File: src/hw/clc_cfg.svh
// register offsets, field positions and reset values of the logic cell
`ifndef CLC_CFG_SVH
`define CLC_CFG_SVH

// ----------------------------------------------------------------
// register byte offsets
// ----------------------------------------------------------------
`define CLC_OFF_CTRL    8'h00
`define CLC_OFF_FLUT    8'h04
`define CLC_OFF_GLUT    8'h08
`define CLC_OFF_HLUT    8'h0c
`define CLC_OFF_STATUS  8'h10

// ----------------------------------------------------------------
// widths and reset values
// ----------------------------------------------------------------
`define CLC_ADDR_W      8
`define CLC_CTRL_W      15
`define CLC_LUT4_W      16
`define CLC_LUT3_W      8
`define CLC_CTRL_RST    15'h0000
`define CLC_LUT4_RST    16'h0000
`define CLC_LUT3_RST    8'h00

// ----------------------------------------------------------------
// status register field positions
// ----------------------------------------------------------------
`define CLC_ST_QA       0
`define CLC_ST_QB       1
`define CLC_ST_X        2
`define CLC_ST_Y        3

`endif

File: src/hw/clc_pkg.sv
// types shared by the logic cell design
package clc_pkg;

  // ram usage of the two look-up tables
  typedef enum logic [1:0] {
    CLC_RAM_OFF   = 2'h0,
    CLC_RAM_16X2  = 2'h1,
    CLC_RAM_32X1  = 2'h2,
    CLC_RAM_DP16  = 2'h3
  } clc_ram_e;

  // data source of a storage element
  typedef enum logic [1:0] {
    CLC_SRC_LUT   = 2'h0,
    CLC_SRC_COMB  = 2'h1,
    CLC_SRC_DIN   = 2'h2,
    CLC_SRC_HOLD  = 2'h3
  } clc_src_e;

  // control register layout, msb first
  typedef struct packed {
    logic     setB;
    logic     setA;
    logic     levelRam;
    clc_ram_e ramMode;
    logic     latchB;
    logic     latchA;
    clc_src_e srcB;
    clc_src_e srcA;
    logic     h2FromF;
    logic     h0FromG;
    logic     ySelH;
    logic     xSelH;
  } clc_ctrl_s;

  // apb answer carried back to the master
  typedef struct packed {
    logic        pready;
    logic        pslverr;
    logic [31:0] prdata;
  } clc_apb_rsp_s;

endpackage

File: src/hw/clc_logic_cell.sv
// configurable logic cell: two 4-input tables, 3-input combiner, two storage elements
`timescale 1ns/1ns
`include "clc_cfg.svh"

module clc_logic_cell (
  // clock and reset
  input  wire logic                     mclk,
  input  wire logic                     resetn,
  // apb configuration port
  input  wire logic                     psel,
  input  wire logic                     penable,
  input  wire logic                     pwrite,
  input  wire logic [`CLC_ADDR_W-1:0]   paddr,
  input  wire logic [31:0]              pwdata,
  output clc_pkg::clc_apb_rsp_s         apbRsp,
  // cell inputs from the interconnect
  input  wire logic [3:0]               firstLutInputs,
  input  wire logic [3:0]               secondLutInputs,
  input  wire logic                     combinerFixedInput,
  input  wire logic                     combinerAltInputA,
  input  wire logic                     combinerAltInputB,
  input  wire logic                     directData,
  input  wire logic                     ramWriteDataA,
  input  wire logic                     ramWriteDataB,
  input  wire logic                     ramWriteEnable,
  input  wire logic                     cellClk,
  input  wire logic                     globalSetReset,
  // cell outputs to the interconnect
  output logic                          xOut,
  output logic                          yOut,
  output logic                          qA,
  output logic                          qB
);
  import clc_pkg::*;

  // ----------------------------------------------------------------
  // configuration state
  // ----------------------------------------------------------------
  clc_ctrl_s               ctrl;
  logic [`CLC_LUT4_W-1:0]  fLut;
  logic [`CLC_LUT4_W-1:0]  gLut;
  logic [`CLC_LUT3_W-1:0]  hLut;
  logic                    cellClkPrev;
  logic                    clkRise;
  logic                    fOut;
  logic                    gOut;
  logic                    hOut;
  logic [2:0]              hIdx;
  logic [3:0]              gRdAddr;
  logic [3:0]              gWrAddr;
  logic                    gWrData;
  logic                    ramOn;
  logic                    wrTime;
  logic                    fWr;
  logic                    gWr;
  logic                    apbAccess;
  logic                    apbWrite;
  logic [31:0]             next_prdata;
  logic                    next_pslverr;

  // ----------------------------------------------------------------
  // apb slave: one wait state, answer on the second access cycle
  // ----------------------------------------------------------------
  assign apbAccess = psel && penable;
  assign apbWrite  = apbAccess && apbRsp.pready && pwrite;

  // read data and error selection by address
  always_comb begin
    next_prdata  = 32'h0000_0000;
    next_pslverr = 1'b0;
    case (paddr)
      `CLC_OFF_CTRL:   next_prdata[`CLC_CTRL_W-1:0] = ctrl;
      `CLC_OFF_FLUT:   next_prdata[`CLC_LUT4_W-1:0] = fLut;
      `CLC_OFF_GLUT:   next_prdata[`CLC_LUT4_W-1:0] = gLut;
      `CLC_OFF_HLUT:   next_prdata[`CLC_LUT3_W-1:0] = hLut;
      `CLC_OFF_STATUS: next_prdata[3:0] = {yOut, xOut, qB, qA};
      default:         next_pslverr = 1'b1;
    endcase
  end

  // answer register; pready pulses for one cycle per transfer
  always_ff @(posedge mclk) begin
    if (!resetn) begin
      apbRsp <= '0;
    end else begin
      apbRsp.pready <= apbAccess && !apbRsp.pready;
      if (apbAccess && !apbRsp.pready) begin
        apbRsp.prdata  <= next_prdata;
        apbRsp.pslverr <= next_pslverr;
      end
    end
  end

  // control register and combiner table, written only by configuration
  always_ff @(posedge mclk) begin
    if (!resetn) begin
      ctrl <= clc_ctrl_s'(`CLC_CTRL_RST);
      hLut <= `CLC_LUT3_RST;
    end else if (apbWrite) begin
      if (paddr == `CLC_OFF_CTRL) begin
        ctrl <= clc_ctrl_s'(pwdata[`CLC_CTRL_W-1:0]);
      end
      if (paddr == `CLC_OFF_HLUT) begin
        hLut <= pwdata[`CLC_LUT3_W-1:0];
      end
    end
  end

  // ----------------------------------------------------------------
  // function generators
  // ----------------------------------------------------------------
  // in 32x1 mode the second table reads at the first table's address
  assign gRdAddr = (ctrl.ramMode == CLC_RAM_32X1) ? firstLutInputs : secondLutInputs;
  assign fOut    = fLut[firstLutInputs];
  assign gOut    = gLut[gRdAddr];
  // combiner index {alt b or F', fixed, alt a or G'}
  assign hIdx    = {ctrl.h2FromF ? fOut : combinerAltInputB,
                    combinerFixedInput,
                    ctrl.h0FromG ? gOut : combinerAltInputA};
  assign hOut    = hLut[hIdx];

  // two combinational outputs leave the cell
  assign xOut = ctrl.xSelH ? hOut : fOut;
  assign yOut = ctrl.ySelH ? hOut : gOut;

  // ----------------------------------------------------------------
  // ram write path
  // ----------------------------------------------------------------
  // cell clock is sampled; its rising edge times edge-triggered writes
  always_ff @(posedge mclk) begin
    if (!resetn) begin
      cellClkPrev <= 1'b0;
    end else begin
      cellClkPrev <= cellClk;
    end
  end

  assign clkRise = cellClk && !cellClkPrev;
  assign ramOn   = (ctrl.ramMode != CLC_RAM_OFF);
  // level mode writes every cycle while enabled; dual-port is edge only
  assign wrTime  = (ctrl.levelRam && ctrl.ramMode != CLC_RAM_DP16) ? 1'b1 : clkRise;
  assign fWr     = ramOn && ramWriteEnable && wrTime &&
                   !(ctrl.ramMode == CLC_RAM_32X1 && combinerFixedInput);
  assign gWr     = ramOn && ramWriteEnable && wrTime &&
                   (ctrl.ramMode != CLC_RAM_32X1 || combinerFixedInput);
  assign gWrAddr = (ctrl.ramMode == CLC_RAM_16X2) ? secondLutInputs : firstLutInputs;
  assign gWrData = (ctrl.ramMode == CLC_RAM_16X2) ? ramWriteDataB : ramWriteDataA;

  // first table: configuration load, else ram write; gsr not involved
  always_ff @(posedge mclk) begin
    if (!resetn) begin
      fLut <= `CLC_LUT4_RST;
    end else if (apbWrite && paddr == `CLC_OFF_FLUT) begin
      fLut <= pwdata[`CLC_LUT4_W-1:0];
    end else if (fWr) begin
      fLut[firstLutInputs] <= ramWriteDataA;
    end
  end

  // second table: configuration load, else ram write
  always_ff @(posedge mclk) begin
    if (!resetn) begin
      gLut <= `CLC_LUT4_RST;
    end else if (apbWrite && paddr == `CLC_OFF_GLUT) begin
      gLut <= pwdata[`CLC_LUT4_W-1:0];
    end else if (gWr) begin
      gLut[gWrAddr] <= gWrData;
    end
  end

  // ----------------------------------------------------------------
  // storage elements
  // ----------------------------------------------------------------
  logic [1:0] capture;
  logic [1:0] dIn;
  logic [1:0] qVec;

  genvar s;
  generate
    for (s = 0; s < 2; s++) begin : g_store
      clc_src_e src;
      logic     latchMode;
      logic     setVal;
      logic     lutRes;
      assign src       = (s == 0) ? ctrl.srcA : ctrl.srcB;
      assign latchMode = (s == 0) ? ctrl.latchA : ctrl.latchB;
      assign setVal    = (s == 0) ? ctrl.setA : ctrl.setB;
      assign lutRes    = (s == 0) ? fOut : gOut;
      // latch follows while the clock is high, flip-flop takes the rising edge
      assign capture[s] = latchMode ? cellClk : clkRise;
      always_comb begin
        unique case (src)
          CLC_SRC_LUT:  dIn[s] = lutRes;
          CLC_SRC_COMB: dIn[s] = hOut;
          CLC_SRC_DIN:  dIn[s] = directData;
          CLC_SRC_HOLD: dIn[s] = qVec[s];
        endcase
      end
      // global set/reset forces the configured value
      always_ff @(posedge mclk) begin
        if (!resetn) begin
          qVec[s] <= 1'b0;
        end else if (globalSetReset) begin
          qVec[s] <= setVal;
        end else if (capture[s]) begin
          qVec[s] <= dIn[s];
        end
      end
    end
  endgenerate

  assign qA = qVec[0];
  assign qB = qVec[1];
endmodule

File: config.mk
export PLATFORM = sky130hd
export DESIGN_NAME = clc_logic_cell
export DESIGN_NICKNAME = d
export VERILOG_FILES = /design/src/hw/clc_pkg.sv /design/src/hw/clc_logic_cell.sv
export VERILOG_INCLUDE_DIRS = /design/src /design/src/hw
export SDC_FILE = /design/constraint.sdc
export NUM_CORES = 1
export LEC_CHECK = 0
export BUFFER_PORTS_ARGS = -buffer_cell sky130_fd_sc_hd__buf_2
export CORE_ASPECT_RATIO = 1.25
export CORE_MARGIN = 3
export CORE_UTILIZATION = 25
export CTS_CLUSTER_DIAMETER = 150
export CTS_CLUSTER_SIZE = 40
export DETAILED_ROUTE_END_ITERATION = 10
export SLEW_MARGIN = 15
export SYNTH_ARGS = -nofsm -noshare
export SYNTH_HDL_FRONTEND = slang
export SYNTH_SLANG_ARGS = --single-unit
File: constraint.sdc
create_clock -name mclk -period 8.3 [get_ports mclk]
set_input_delay 2.49 -clock mclk [delete_from_list [all_inputs] [get_ports mclk]]
set_output_delay 2.49 -clock mclk [all_outputs]
set_load 0.005 [all_outputs]
==> results of run 1 <==
==> sequential cells by signal, indices dropped and copies added (netlist names) <==
register	cells
apbRsp	18
fLut	16
gLut	16
hLut	8
ctrl	7
g_store.src	4
g_store.latchMode	2
g_store.setVal	2
cellClkPrev	1
qA	1
qB	1
==> Yosys cell counts, types with 10 or more instances <==
cell / n
o21ai_0: 26
dfxtp_1: 76
a311oi_1: 12
a31oi_1: 20
mux2i_1: 30
nor2_1: 63
o211ai_1: 17
clkbuf_1: 30
buf_4: 16
nand2b_1: 15
a21oi_1: 27
nand2_1: 120
nand3_1: 14
inv_1: 10
mux4_2: 13
==> kinds of logic (layout without fill, tap and decap cells) <==
logic type | after synthesis | in the layout
and+or+nand+nor | 250 | 250
DFF | 76 | 76
adders and majority gates | 6 | 6
muxes | 44 | 44
AOI/OAI and AO/OA | 154 | 154
other | 1 | 16
buffers and inverters | 64 | 96
==> worst max-delay path, delay by kind of cell <==
kind	cells	cell delay (ns)
buf+inv	2	0.51
mux	4	1.54
simple gates	2	0.29
compound gates	1	0.34
==> worst max path at each step <==
stage	startpoint	end	slack (ns)	cells past startpoint
floorplan	firstLutInputs[0]	yOut	1.26	8
global placement	firstLutInputs[0]	yOut	0.63	9
detailed placement	firstLutInputs[0]	yOut	0.64	9
CTS	firstLutInputs[0]	yOut	0.64	9
global route	firstLutInputs[0]	yOut	0.49	11
finish	firstLutInputs[0]	yOut	0.61	9
==> power groups by stage <==
stage | registers, mW | logic, mW | clock network, mW
after detailed placement | 0.376 | 0.0758 | 0
final | 0.368 | 0.0768 | 0.377
after global routing | 0.368 | 0.0825 | 0.394
after global placement | 0.376 | 0.0755 | 0
after floorplan | 0.376 | 0.0493 | 0
after CTS | 0.368 | 0.0760 | 0.384
==> area by class of cell <==
class                      count  area (um^2)  share of cell area (%)
clock buffer                  15        277.8                   5.100
multi-input combinational    470         2962                   54.38
clock inverter                 1        5.005                 0.09189
tap                          228        285.3                   5.238
inverter                      10        37.54                  0.6892
sequential                    76         1521                   27.93
timing repair buffer          70        357.8                   6.570
==> metal layers <==
metal  track usage [%]  up-vias  routed length [um]
met5                 0        -                   0
met4             7.975        0                 773
met2             25.78      188                7935
met3             2.944       47                1122
met1             19.88     2210                6822
li1                  -     2200                   -
==> impl_metrics.toml, run 1 <==
[pwr]
switching_share_pct = 24.77
pwr-share-seq_pct = 44.8
comb_power_share_pct = 9.4
p_leak_nw = 1.939
p_switching_mw = 0.2034
power_mw = 0.8211
p_clk_share_pct = 45.9
p_per_area_mw_per_mm2 = 150.8
intPower_mw = 0.6177
peakVddDrop_uv = 74.00

[synthesis]
synthArstFlopShare_pct = 0
synth_ff_type = "dfxtp_1"
yosysWarnings = 0
yosys.area_share.adder_pct = 1.581
seq_area_frac_synth_pct = 32.05
synth.avg_cell_area_um2 = 7.978
netlist.top_cell.by_area = "dfxtp_1"
synth-edff-count = 0
synth-xor-area-share_pct = 0
synth_top_family_by_area = "simple AND/OR/NAND/NOR gates"
synthTopCellsByArea = "dfxtp_1 32%, nand2_1 9.5%, mux2i_1 6.3%"
yosys.area_share.simple_pct = 23.59
synth_area_mm2 = 0.004747
synthDistinctLibCells = 62
yosys.area.top_type_share_pct = 32.05
synthMuxAreaShare_pct = 12.81
ys_ff_latch = 76
synth_compound_area_share_pct = 23.14
postSynthCellCount = 595

[clocking]
cts_num_sinks = 76
numCtsBuffers = 9
h-tree-depth = 3
cts_tree = "yes"
clock_path_buffers = 2
post_cts_buffers = 0
root_buffer = "clkbuf_16"
cts_resized = 0
worstSkewPairLatency_ns = 0.34
hold_buffers = 0
path_clk_slew_ns = 0.05

[sta]
postLayoutSetupSlackWorst_ns = 0.6127
max_clock_freq_ghz = 0.1301
fin_crit_ns = 7.687
worst_pin_slew_ns = 1.061
finalSetupViolations = 0
slew_headroom_pct = 29.08
skew_ns = 0.009032
hold_viol_final = 0
drv_slew = 0
hold_slack_ns = 0.4480
rsz0062_at_grt = "false"
fin_setup_tns_ns = 0
post-route-period-util_pct = 92.62

[grt]
grt_pass1_vias = 4471
antenna_found_initial = 0
grt_usage_pct = 15.86
grt_pass1_wl_um = 25320
grt_start_max_net_pins = 74
grt_overflow = 0

[setup_path]
required_ns = 5.81
cp-start-kind = "input port"
r2r_slack_ns = 5.10
regToRegStartpoint = "ctrl[11]$_SDFFE_PN0P_"
worst_path_max_delay_cell = "mux4_2"
cp_data_arrival_time_ns = 5.20
crit-reg2reg-capture = "qB$_SDFFE_PN0P_"
reg2regPathDepth = 9
end_kind = "output pin"
crit_chain = "buf_2 > mux4_2 > mux4_2 > mux2_4 > a2111oi_2 > nor2_1 > nand4_4 > mux2i_1 > buf_2"
critPathKind = "input port to output pin"
cp_slowest_stage_delay_ns = 0.58
worstPathMaxFanout = 18

[route]
detail-route-antenna-nets = 0
viasPerCell = 5.339
drt_iter0_markers = 392
detail_route.first_pass.iterations = 5
totalWireLength_um = 16650
wl_per_cell_um = 19.14
vias = 4645
drc = 0

[final_layout]
syn2layout_area_growth_pct = 14.73
final_cell_area_mm2 = 0.005446
fillers = 1973
utilization_pct = 29.64
drive_gt1_share_pct = 17.91
mostFrequentLayoutCells = "120 x nand2_1, 76 x dfxtp_1, 67 x buf_2"
num-nets-final = 705
layout_commonest_cell = "nand2_1"
instances_no_fill = 870
antennaDiodeCount = 0

[floorplanning]
core_area_mm2 = 0.01837
start_util_pct = 25.84
row_count = 55
die_w_um = 129.3
dieHeight_um = 160.1
ios = 100
dieArea_mm2 = 0.02069

[placement]
place_area_mm2 = 0.005164
hpwl_um = 12180
place_congestion = 0.9394
pre_cts_slack_ns = 0.6424
dp.cells = 854
portBuffers = 67

[worst_hold_path]
min_path_cells = 2
holdPathEnd = "apbRsp[15]$_SDFFE_PN0P_"
holdCritPathClass = "register to register"
min_from = "apbRsp[15]$_SDFFE_PN0P_"

[job]
drv_cap = 0

[status]
status = "completed"
Power figures use the tool's default switching activity.
==> run 2: changes to the inputs <==
--- a/constraint.sdc
+++ b/constraint.sdc
@@ -3,2 +3,2 @@
 set_output_delay 2.49 -clock mclk [all_outputs]
-set_load 0.005 [all_outputs]
+set_load 0.1 [all_outputs]
==> run 2 against run 1 <==
Compared with the run above: design area is 0.92% higher; largest cell class unchanged; non-clock buffer count is 1 lower; utilization is 0.27 points higher; critical path type unchanged; sequential cell count stayed put; fmax is 1.9% lower; critical endpoint unchanged.
==> impl_metrics.toml, run 2 (synthesis results as in run 1) <==
[final_layout]
regArea_mm2 = 0.001521
num-nets-final = 704
largest_reg_flops = 18
multiInputGateArea_mm2 = 0.002965
layout_commonest_cell = "nand2_1"
drive_gt1_share_pct = 18.41
final_cell_area_mm2 = 0.005497
mostFrequentLayoutCells = "120 x nand2_1, 76 x dfxtp_1, 67 x buf_2"
reg_top3 = "apbRsp: 18 flops, fLut: 16 flops, gLut: 16 flops"
antennaDiodeCount = 0
top_register = "apbRsp"
utilization_pct = 29.91
syn2layout_area_growth_pct = 15.79
instances_no_fill = 869
fillers = 1970

[placement]
place_congestion = 0.9659
dp.cells = 853
portBuffers = 67
place_area_mm2 = 0.005160
pre_cts_slack_ns = 0.4566
hpwl_um = 12130

[floorplanning]
dieHeight_um = 160.1
core_area_mm2 = 0.01837
die_w_um = 129.3
dieArea_mm2 = 0.02069
row_count = 55
ios = 100
start_util_pct = 25.84

[sta]
hold_viol_final = 0
postLayoutSetupSlackWorst_ns = 0.4667
finalSetupViolations = 0
rsz0062_at_grt = "false"
max_clock_freq_ghz = 0.1277
slew_headroom_pct = 29.28
drv_slew = 0
skew_ns = 0.008944
hold_slack_ns = 0.4535
worst_pin_slew_ns = 1.053
fin_crit_ns = 7.833
post-route-period-util_pct = 94.38
fin_setup_tns_ns = 0

[clocking]
cts_tree = "yes"
root_buffer = "clkbuf_16"
cts_resized = 0
hold_buffers = 0
h-tree-depth = 3
path_clk_slew_ns = 0.06
cts_num_sinks = 76
worstSkewPairLatency_ns = 0.34
numCtsBuffers = 9
clock_path_buffers = 2
post_cts_buffers = 0

[route]
detail_route.first_pass.iterations = 5
viasPerCell = 5.305
wl_per_cell_um = 18.81
vias = 4610
drc = 0
detail-route-antenna-nets = 0
drt_iter0_markers = 407
totalWireLength_um = 16350

[status]
status = "completed"

[setup_path]
cp-start-kind = "input port"
cp_data_arrival_time_ns = 5.34
crit-reg2reg-capture = "qB$_SDFFE_PN0P_"
reg2regPathDepth = 8
end_kind = "output pin"
cp-endpoint = "yOut"
required_ns = 5.81
crit_buf_inv = 2
worstPathMaxFanout = 18
crit_chain = "buf_2 > mux4_2 > mux4_2 > mux2_4 > nand2_1 > a211oi_1 > nor2_2 > nand4_4 > mux2i_2 > buf_2"
critPathKind = "input port to output pin"
setup.worst_path.start = "firstLutInputs[0]"
cp_slowest_stage_delay_ns = 0.57
cp_top_family = "multiplexers"
regToRegStartpoint = "ctrl[10]$_SDFFE_PN0P_"
path_depth = 10
worst_path_max_delay_cell = "mux4_2"
r2r_slack_ns = 5.08

[pwr]
p_leak_nw = 1.954
peakVddDrop_uv = 79.73
p_per_area_mw_per_mm2 = 168.9
power_mw = 0.9281

[grt]
grt_start_max_net_pins = 74
grt_pass1_vias = 4428
grt_use_met2_pct = 25.80
grt_util_met3_pct = 2.944
busiest_layer = "met2"
use_met1_pct = 19.86
grt_usage_pct = 15.68
antenna_found_initial = 2
grt_pass1_wl_um = 25210
grt_overflow = 0

[worst_hold_path]
holdCritPathClass = "register to register"

[job]
drv_cap = 0
-- run 2: cell count changes in the layout (fill, tap and decap cells not counted) --
cell        delta
clkinv_4       +1
clkinvlp_4     +2
buf_4          -1
mux2i_2        +1
bufinv_16      +2
clkinv_2       -1
clkbuf_8       -1
mux2i_1        -1
clkbuf_1       -3
-- run 2: tightest hold or removal path, stage by stage, from the launching register on --
cell and delay, ns:
dfxtp_1 0.30, nand2_1 0.05, a21oi_1 0.05
-- run 2: report_power, final --
part / switching, mW / leakage (nW) / internal, mW
sequential: 0.00115 / 0.613 / 0.366
clock: 0.162 / 0.158 / 0.280
combinational: 0.0937 / 1.18 / 0.0243
-- run 2: cell type report --
class / count / area share [%]
multi-input cells: 470 / 53.95
flip-flops and latches: 76 / 27.68
well taps: 228 / 5.190
clock buffers: 11 / 4.598
inverters: 10 / 0.6829
repair buffers: 69 / 6.374
clock inverters: 5 / 1.525
-- run 2: worst min-delay path by stage --
stage | cells after the start | endpoint | startpoint
finish | 2 | apbRsp[15]$_SDFFE_PN0P_ | apbRsp[15]$_SDFFE_PN0P_
global route | 2 | apbRsp[15]$_SDFFE_PN0P_ | apbRsp[15]$_SDFFE_PN0P_
CTS | 2 | apbRsp[15]$_SDFFE_PN0P_ | apbRsp[15]$_SDFFE_PN0P_
detailed placement | 2 | apbRsp[15]$_SDFFE_PN0P_ | apbRsp[15]$_SDFFE_PN0P_
global placement | 2 | apbRsp[15]$_SDFFE_PN0P_ | apbRsp[15]$_SDFFE_PN0P_
floorplan | 2 | g_store[0].latchMode$_SDFFE_PN0P_ | g_store[0].latchMode$_SDFFE_PN0P_
-- run 2: metal layers --
layer	up-vias	part of all wire, %
li1	2203	-
met1	2204	42
met2	160	48
met3	39	5.9
met4	4	3.8
met5	-	0.086
